[src/common/pmcap_pkg.sv]
// Constants of the power management capability register bank.
//
// Summary of operation
// - Header byte 0 is a read-only capability identifier, default 01h.
// - Header byte 1 is a read-only next pointer, default 48h.
// - Version field bits 18:16 reads 011b by default, read-only.
// - PME clock bit 19 is hard-wired one, never loaded from EEPROM.
// - Device-specific-initialization bit 21 reads zero by default.
// - Auxiliary current field bits 24:22 reads zero by default.
// - D1 and D2 support bits 25 and 26 read zero, never EEPROM-loaded.
// - Bits 31:27 default to 11001b: PME forwarded in D0, D3hot, D3cold.
// - Power state bits 1:0 report and set state; 00b on, 11b D3hot.
// - Writing 01b or 10b to power state completes but changes nothing.
// - No-soft-reset bit 3 is read-only and defaults to one.
// - PME enable bit 8 gates PME, resets zero, not EEPROM-loaded.
// - Data select is EEPROM-only until an EEPROM write, then read-write.
// - Data select 0h, 3h, 4h, 7h choose the reported power reading.
// - Under hardware auto-configuration data select is read-only zero.
// - Data scale bits 14:13 show one of four loaded scales per select.
// - PME status bit 15 is set by PME, cleared by writing one.
// - Top byte shows one of four loaded data values, read-only.
// - Without an EEPROM, data and data scale read zero for every select.
package pmcap_pkg;
	localparam int ADDR_W = 8;
	localparam logic [7:0] HDR_OFFSET = 8'h40;
	localparam logic [7:0] CSR_OFFSET = 8'h44;
	localparam logic [7:0] CAP_ID_RST = 8'h01;
	localparam logic [7:0] NEXT_PTR_RST = 8'h48;
	localparam logic [2:0] VERSION_RST = 3'h3;
	localparam logic DSI_RST = 1'b0;
	localparam logic [2:0] AUX_RST = 3'h0;
	localparam logic [4:0] PME_SUP_RST = 5'h19;
	localparam logic [1:0] PS_D0 = 2'h0;
	localparam logic [1:0] PS_D1 = 2'h1;
	localparam logic [1:0] PS_D2 = 2'h2;
	localparam logic [1:0] PS_D3HOT = 2'h3;
	localparam logic NSR_RST = 1'b1;
	localparam logic [3:0] DS_D0_CONS = 4'h0;
	localparam logic [3:0] DS_D3_CONS = 4'h3;
	localparam logic [3:0] DS_D0_DISS = 4'h4;
	localparam logic [3:0] DS_D3_DISS = 4'h7;
	localparam int ID_LSB = 0;
	localparam int NEXT_LSB = 8;
	localparam int VER_LSB = 16;
	localparam int PMECLK_BIT = 19;
	localparam int DSI_BIT = 21;
	localparam int AUX_LSB = 22;
	localparam int D1_BIT = 25;
	localparam int D2_BIT = 26;
	localparam int SUP_LSB = 27;
	localparam int PS_LSB = 0;
	localparam int NSR_BIT = 3;
	localparam int PMEEN_BIT = 8;
	localparam int DS_LSB = 9;
	localparam int SCALE_LSB = 13;
	localparam int PMESTS_BIT = 15;
	localparam int DATA_LSB = 24;
	localparam logic [1:0] RESP_OKAY = 2'h0;
	localparam logic [1:0] RESP_SLVERR = 2'h2;
endpackage

[src/rtl/pmcap_regs.sv]
// Power management capability registers behind an AXI4-Lite slave.
`timescale 1ns/1ps
module pmcap_regs (
	// Clock and reset.
	input wire logic aclk,
	input wire logic aresetn,
	input wire logic func_reset,
	// AXI4-Lite write address and data.
	input wire logic awvalid,
	output logic awready,
	input wire logic [pmcap_pkg::ADDR_W-1:0] awaddr,
	input wire logic [2:0] awprot,
	input wire logic wvalid,
	output logic wready,
	input wire logic [31:0] wdata,
	input wire logic [3:0] wstrb,
	// AXI4-Lite write response.
	output logic bvalid,
	input wire logic bready,
	output logic [1:0] bresp,
	// AXI4-Lite read.
	input wire logic arvalid,
	output logic arready,
	input wire logic [pmcap_pkg::ADDR_W-1:0] araddr,
	input wire logic [2:0] arprot,
	output logic rvalid,
	input wire logic rready,
	output logic [31:0] rdata,
	output logic [1:0] rresp,
	// Serial EEPROM loader writes.
	input wire logic ee_wr,
	input wire logic [pmcap_pkg::ADDR_W-1:0] ee_addr,
	input wire logic [31:0] ee_data,
	// Straps from pins.
	input wire logic eeprom_present,
	input wire logic hw_autocfg,
	// Power management events and status.
	input wire logic pme_event,
	output logic [1:0] power_state,
	output logic pme_enable,
	output logic pme_active
);
	import pmcap_pkg::*;

	typedef struct packed {
		logic awready;
		logic wready;
		logic aw_held;
		logic [ADDR_W-1:0] aw_addr;
		logic w_held;
		logic [31:0] w_data;
		logic [3:0] w_strb;
		logic bvalid;
		logic [1:0] bresp;
		logic arready;
		logic rvalid;
		logic [31:0] rdata;
		logic [1:0] rresp;
		logic [1:0] ee_sync;
		logic [1:0] auto_sync;
		logic [7:0] cap_id;
		logic [7:0] next_ptr;
		logic [2:0] version;
		logic dsi;
		logic [2:0] aux;
		logic [4:0] pme_sup;
		logic [1:0] pstate;
		logic nsr;
		logic pme_en;
		logic [3:0] dsel;
		logic ds_open;
		logic pme_sts;
		logic [3:0][7:0] data;
		logic [3:0][1:0] scale;
		logic pme_act;
	} pmcap_state_t;

	pmcap_state_t s_reg;
	pmcap_state_t s_next;

	// Maps data select codes 0h, 3h, 4h, 7h onto the four loaded entries; any other code maps to 4, no entry.
	function automatic logic [2:0] sel_slot(input logic [3:0] ds);
		logic [2:0] r;
		r = 3'h4;
		if (ds == DS_D0_CONS) begin
			r = 3'h0;
		end else if (ds == DS_D3_CONS) begin
			r = 3'h1;
		end else if (ds == DS_D0_DISS) begin
			r = 3'h2;
		end else if (ds == DS_D3_DISS) begin
			r = 3'h3;
		end
		return r;
	endfunction

	// Assembles the header dword.
	function automatic logic [31:0] hdr_word(input pmcap_state_t s);
		logic [31:0] w;
		w = 32'h0;
		w[ID_LSB +: 8] = s.cap_id;
		w[NEXT_LSB +: 8] = s.next_ptr;
		w[VER_LSB +: 3] = s.version;
		w[PMECLK_BIT] = 1'b1;
		w[DSI_BIT] = s.dsi;
		w[AUX_LSB +: 3] = s.aux;
		w[D1_BIT] = 1'b0;
		w[D2_BIT] = 1'b0;
		w[SUP_LSB +: 5] = s.pme_sup;
		return w;
	endfunction

	// Assembles the status and control dword.
	function automatic logic [31:0] csr_word(input pmcap_state_t s);
		logic [31:0] w;
		logic [2:0] k;
		w = 32'h0;
		k = sel_slot(s.dsel);
		w[PS_LSB +: 2] = s.pstate;
		w[NSR_BIT] = s.nsr;
		w[PMEEN_BIT] = s.pme_en;
		w[DS_LSB +: 4] = s.auto_sync[1] ? 4'h0 : s.dsel;
		w[PMESTS_BIT] = s.pme_sts;
		if (s.ee_sync[1] && !k[2]) begin
			w[SCALE_LSB +: 2] = s.scale[k[1:0]];
			w[DATA_LSB +: 8] = s.data[k[1:0]];
		end
		return w;
	endfunction

	always_comb begin
		logic [2:0] k;
		logic [1:0] ps;
		s_next = s_reg;
		k = 3'h0;
		ps = 2'h0;
		s_next.ee_sync = {s_reg.ee_sync[0], eeprom_present};
		s_next.auto_sync = {s_reg.auto_sync[0], hw_autocfg};

		// Write address and data are taken in either order.
		if (awvalid && s_reg.awready) begin
			s_next.aw_held = 1'b1;
			s_next.aw_addr = awaddr;
		end
		if (wvalid && s_reg.wready) begin
			s_next.w_held = 1'b1;
			s_next.w_data = wdata;
			s_next.w_strb = wstrb;
		end
		if (s_reg.bvalid && bready) begin
			s_next.bvalid = 1'b0;
		end
		if (s_reg.aw_held && s_reg.w_held && !s_reg.bvalid) begin
			s_next.aw_held = 1'b0;
			s_next.w_held = 1'b0;
			s_next.bvalid = 1'b1;
			s_next.bresp = RESP_OKAY;
			if (s_reg.aw_addr == CSR_OFFSET) begin
				if (s_reg.w_strb[0]) begin
					ps = s_reg.w_data[PS_LSB +: 2];
					if (ps == PS_D0 || ps == PS_D3HOT) begin
						s_next.pstate = ps;
					end
				end
				if (s_reg.w_strb[1]) begin
					s_next.pme_en = s_reg.w_data[PMEEN_BIT];
					if (s_reg.ds_open && !s_reg.auto_sync[1]) begin
						s_next.dsel = s_reg.w_data[DS_LSB +: 4];
					end
					if (s_reg.w_data[PMESTS_BIT]) begin
						s_next.pme_sts = 1'b0;
					end
				end
			end else if (s_reg.aw_addr != HDR_OFFSET) begin
				s_next.bresp = RESP_SLVERR;
			end
		end

		// Loader writes to the loadable fields; PME clock, D1/D2 and PME enable stay out.
		if (ee_wr) begin
			if (ee_addr == HDR_OFFSET) begin
				s_next.cap_id = ee_data[ID_LSB +: 8];
				s_next.next_ptr = ee_data[NEXT_LSB +: 8];
				s_next.version = ee_data[VER_LSB +: 3];
				s_next.dsi = ee_data[DSI_BIT];
				s_next.aux = ee_data[AUX_LSB +: 3];
				s_next.pme_sup = ee_data[SUP_LSB +: 5];
			end else if (ee_addr == CSR_OFFSET) begin
				ps = ee_data[PS_LSB +: 2];
				if (ps == PS_D0 || ps == PS_D3HOT) begin
					s_next.pstate = ps;
				end
				s_next.nsr = ee_data[NSR_BIT];
				if (!s_reg.auto_sync[1]) begin
					s_next.dsel = ee_data[DS_LSB +: 4];
					s_next.ds_open = 1'b1;
				end
				k = sel_slot(ee_data[DS_LSB +: 4]);
				if (!k[2]) begin
					s_next.scale[k[1:0]] = ee_data[SCALE_LSB +: 2];
					s_next.data[k[1:0]] = ee_data[DATA_LSB +: 8];
				end
			end
		end

		// A PME in the clearing cycle still sets the status.
		if (pme_event && s_reg.pme_en) begin
			s_next.pme_sts = 1'b1;
		end
		s_next.pme_act = s_next.pme_sts && s_next.pme_en;

		// Reads answer one cycle after the address is taken.
		if (s_reg.rvalid && rready) begin
			s_next.rvalid = 1'b0;
		end
		if (arvalid && s_reg.arready) begin
			s_next.rvalid = 1'b1;
			s_next.rresp = RESP_OKAY;
			if (araddr == HDR_OFFSET) begin
				s_next.rdata = hdr_word(s_reg);
			end else if (araddr == CSR_OFFSET) begin
				s_next.rdata = csr_word(s_reg);
			end else begin
				s_next.rdata = 32'h0;
				s_next.rresp = RESP_SLVERR;
			end
		end

		s_next.awready = !s_next.aw_held && !s_next.bvalid;
		s_next.wready = !s_next.w_held && !s_next.bvalid;
		s_next.arready = !s_next.rvalid;

		// Function reset returns power state, data select and PME status to defaults; the enable is sticky.
		if (func_reset) begin
			s_next.pstate = PS_D0;
			s_next.dsel = 4'h0;
			s_next.pme_sts = 1'b0;
			s_next.pme_act = 1'b0;
		end
	end

	always_ff @(posedge aclk) begin
		if (!aresetn) begin
			s_reg <= '0;
			s_reg.awready <= 1'b1;
			s_reg.wready <= 1'b1;
			s_reg.arready <= 1'b1;
			s_reg.cap_id <= CAP_ID_RST;
			s_reg.next_ptr <= NEXT_PTR_RST;
			s_reg.version <= VERSION_RST;
			s_reg.dsi <= DSI_RST;
			s_reg.aux <= AUX_RST;
			s_reg.pme_sup <= PME_SUP_RST;
			s_reg.pstate <= PS_D0;
			s_reg.nsr <= NSR_RST;
		end else begin
			s_reg <= s_next;
		end
	end

	assign awready = s_reg.awready;
	assign wready = s_reg.wready;
	assign bvalid = s_reg.bvalid;
	assign bresp = s_reg.bresp;
	assign arready = s_reg.arready;
	assign rvalid = s_reg.rvalid;
	assign rdata = s_reg.rdata;
	assign rresp = s_reg.rresp;
	assign power_state = s_reg.pstate;
	assign pme_enable = s_reg.pme_en;
	assign pme_active = s_reg.pme_act;
endmodule
[config.mk]
export PLATFORM = sky130hd
export DESIGN_NAME = pmcap_regs
export DESIGN_NICKNAME = d
export VERILOG_FILES = /design/src/common/pmcap_pkg.sv /design/src/rtl/pmcap_regs.sv
export SDC_FILE = /design/constraint.sdc
export NUM_CORES = 1
export LEC_CHECK = 0
export CAP_MARGIN = 20
export CORE_MARGIN = 2
export CORE_UTILIZATION = 41
export CTS_CLUSTER_SIZE = 8
export DETAILED_ROUTE_END_ITERATION = 8
export DONT_BUFFER_PORTS = 1
export GPL_ROUTABILITY_DRIVEN = 0
export GPL_TIMING_DRIVEN = 0
export SLEW_MARGIN = 10
export SYNTH_ARGS = -nofsm -noshare
export SYNTH_HDL_FRONTEND = slang
export SYNTH_SLANG_ARGS = --single-unit
[constraint.sdc]
create_clock -name aclk -period 2.37 [get_ports aclk]
set_input_delay 0.1185 -clock aclk [delete_from_list [all_inputs] [get_ports aclk]]
set_output_delay 0.1185 -clock aclk [all_outputs]
set_load 0.05 [all_outputs]
==> flow_summary.rst <==
.. list-table::
   :header-rows: 1

   * - Metric
     - Value
   * - Setup-failing EPs final
     - 0
   * - Portion of total power attributed to combinational logic
     - 5.6%
   * - Int Power
     - around 0.0042 W
   * - Reported max-cap violation count
     - 0
   * - Horizontal die dimension
     - 124.0 um
   * - Overall die height
     - 124.0 um
   * - Path category of the worst min-delay check
     - input port to register
   * - Total number of H-tree levels
     - 4
   * - Clock tree from TritonCTS
     - done
   * - Outcome
     - finished clean
   * - Crit path buf inv count
     - 1
   * - Dominant delay contributor by cell family on the critical path
     - simple AND/OR/NAND/NOR gates
   * - Headroom to the max-slew limit
     - a little under two fifths
   * - Ratio of routed vias to standard cells
     - 5.335
   * - Total iterations of the first detailed-routing run
     - 5
   * - Switching Fraction
     - 22.25%
   * - Top_reg_cell synth
     - dfxtp_1
   * - Endpoint type of the worst setup path
     - register
   * - Final min period
     - 2.202 ns
   * - Detailed-route via count
     - about 5000
   * - Crit share post-route
     - 92.93%
   * - Proportion of layout cells with a drive suffix above 1
     - 12.30%
   * - Leading cell type by number of instances after synthesis
     - dfxtp_1
   * - Maximum clock path buffer count
     - 2
   * - Number of violations reported at the end of detailed-routing iteration 0
     - 299
   * - Hold violation total from the final report
     - 0
   * - Clock transition at path regs
     - 0.06 ns
   * - Post-route worst setup slack
     - 0.1676 ns
   * - Wire length of the first global-routing pass
     - 25070 um
   * - Flip-flop and latch count after synthesis
     - 141
   * - Final wirelength
     - 16380 um
   * - Total negative slack for setup checks
     - 0 ns
   * - Post-DP HPWL
     - about 11000 um
   * - Post-route cell area
     - 0.007293 sq mm
   * - Worst setup skew after layout
     - 0.006499 ns
   * - Total Nets Final
     - about 850
   * - Leading cell types by total area after synthesis
     - dfxtp_1 (48%), mux2i_1 (9.5%), nand2_1 (6.4%), a21oi_1 (6.2%), buf_4 (5.1%)
   * - Maximum frequency from static timing analysis
     - 0.4541 GHz
   * - Ranking of synthesized cells by instance count
     - dfxtp_1 (141), nand2_1 (101), nor2_1 (78)
   * - Final cell count without fillers
     - 937
   * - Ports
     - between 150 and 200
   * - DRC violations left
     - 0
   * - Number of CTS-inserted buffers
     - 17
   * - DP Cell Count
     - approximately 850
   * - Slew at the pin closest to its max-slew limit
     - around 0.95 ns
   * - Setup crit start kind
     - register
   * - Number of core rows
     - 43
   * - Clock latency at the later pin of the worst-skew pair
     - 0.42 ns
   * - Final number of max-transition violations
     - 0
   * - Placed standard-cell area
     - 0.006140 sq mm
   * - # resized after CTS
     - 0
   * - Count of flip-flops with a built-in enable after synthesis
     - 0
   * - Category of the critical setup timing path
     - register to register
   * - Total die area
     - 0.01538 sq mm
   * - Yosys cell types
     - 48
   * - Critical-path maximum fanout
     - 8
   * - Cell taking the most area after synthesis
     - dfxtp_1
   * - Unrepaired setup endpoints after global routing
     - false
   * - CTS root buffer
     - clkbuf_16
   * - GRT Total Usage
     - a little over a fifth
   * - Number of flip-flops in the largest register
     - 97
   * - Maximum number of pins on one net before global-route repair
     - 17
   * - Number of antenna violations at the first check in global routing
     - 1
   * - Average wire per cell in the routed design
     - 17.48 um
   * - Number of antenna-violating nets in the routed design
     - 0
   * - Count of port buffers added during placement
     - 0
   * - Worst path arrival time
     - roughly 2.5 ns
   * - Via count of the first global-routing pass
     - 4979
   * - Cell area after synthesis
     - 0.005907 sq mm
   * - Place WS
     - -0.1692 ns
   * - Number of clock sinks seen by CTS
     - 141
   * - Switching component of the power
     - 0.001204 W
   * - Pwr/cell area
     - between 700 and 800 mW/mm^2
   * - Average instance area after synthesis
     - 8.869 sq um
   * - Cell Chain, Critical Path
     - nand3b_1 > or4_1 > clkbuf_1 > mux2i_1 > a211oi_1
   * - Effective utilization at floorplan
     - approximately 42%
   * - Slowest cell on the critical path
     - or4_1
   * - Number of instances in the synthesized netlist
     - 666
   * - Synth warnings
     - 0
   * - Share of async-settable or async-resettable flops after synthesis
     - 0%
   * - Std-Cell Core Area
     - 0.01399 sq mm
   * - Share of power burned in the clock network
     - 48.9%
   * - Yosys top cell area share
     - 47.79%
   * - Required time of the worst setup path
     - about 2.7 ns
   * - Final global-route overflow total
     - 0
   * - Seq/Total Area, Yosys
     - 47.79%
   * - Peak per-stage delay on the critical path
     - roughly 0.60 ns
   * - Leakage
     - between 3 and 4 nW
   * - Area added between synthesis and finish
     - 23.47%
   * - Post-Route Utilization
     - a little over half
   * - Power share of the sequential group
     - 45.5%
   * - Peak supply drop
     - 0.0004980 V
-- power by group through the flow --
| stage | Combinational [W] | Sequential, W | Clock (W) |
|---|---|---|---|
| 2_1_floorplan | 0.000161 | 0.00251 | 0 |
| 3_3_place_gp | 0.000210 | 0.00251 | 0 |
| 3_5_place_dp | 0.000214 | 0.00252 | 0 |
| 4_1_cts | 0.000301 | 0.00246 | 0.00268 |
| 5_1_grt | 0.000330 | 0.00247 | 0.00279 |
| 6_report | 0.000303 | 0.00246 | 0.00265 |
-- layout by cell type, fill, tap and decap left out, drive strengths merged, types with 2 or more instances in the layout --
master / count
a211oi: 7
a21oi: 73
a22oi: 27
a31oi: 2
and2: 10
buf: 48
bufinv: 3
clkbuf: 59
clkinv: 3
conb: 3
dfxtp: 141
dlygate4sd3: 54
inv: 7
mux2: 10
mux2i: 56
nand2: 101
nand2b: 2
nand3: 15
nand3b: 7
nand4: 3
nand4b: 3
nor2: 78
nor3: 5
nor4: 6
o21ai: 3
o22ai: 8
o31ai: 2
or3: 2
or4: 4
-- per-stage QoR --
step,hold WS [ns],power (W)
global route,0.04063,0.005585
detailed placement,0.2496,0.002729
CTS,0.01336,0.005441
global placement,0.2452,0.002723
finish,0.02715,0.005414
floorplan,0.2425,0.002668
-- routing by layer --
metal  routed length, um  vias to the layer above  GRT usage (%)  share of wire, %
met4                 342                        0          7.795               2.1
li1                    -                     2422              -                 -
met5                   0                        -              0                 0
met2                7845                      161          36.30                48
met3                1123                       31          7.005               6.9
met1                7066                     2385          25.97                43
-- worst register-to-register path: cells and delay by family (launching register included) --
| family | cells | cell delay (ns) |
|---|---|---|
| AO/OA/AOI/OAI | 1 | 0.27 |
| buffers and inverters | 1 | 0.19 |
| flip-flops | 1 | 0.49 |
| multiplexers | 1 | 0.15 |
| AND/OR/NAND/NOR | 2 | 1.02 |
-- logic make-up (layout without fill, tap and decap cells) --
group	count (synthesis)	count (layout)	synth area share [%]
flops	141	141	47.79
buf+inv	87	175	8.388
simple gates	244	244	19.28
mux	66	66	11.40
compound gates	127	127	13.09
other cells	1	4	0.06348
-- worst paths after layout --
path / startpoint / end / slack, ns / cells past startpoint
worst min register to register: s_next[80] / s_reg[80] / 0.43 / 1
worst min-delay path: pme_event / s_reg[41] / 0.03 / 3
worst max register to register: bvalid / s_reg[43] / 0.17 / 5
worst max-delay path: bvalid / s_reg[43] / 0.17 / 5
-- final cells by class --
type | instances | area [sq um]
antenna | 1 | 2.502
buffer | 79 | 451.7
clock buffer | 25 | 505.5
clock inverter | 6 | 82.58
fill | 1306 | 6695
inverter | 8 | 43.79
multi-input combinational | 440 | 2596
sequential | 141 | 2823
tap | 180 | 225.2
timing repair buffer | 57 | 563.0
-- timing repair --
| action | CTS | global route |
|---|---|---|
| hold buffers | 54 | 0 |
| setup buffers | 3 | 0 |
| endpoints found under the hold margin | 101 | 0 |
| setup endpoints to repair | 30 | 0 |
No activity file was read; power rests on OpenSTA's default activity.
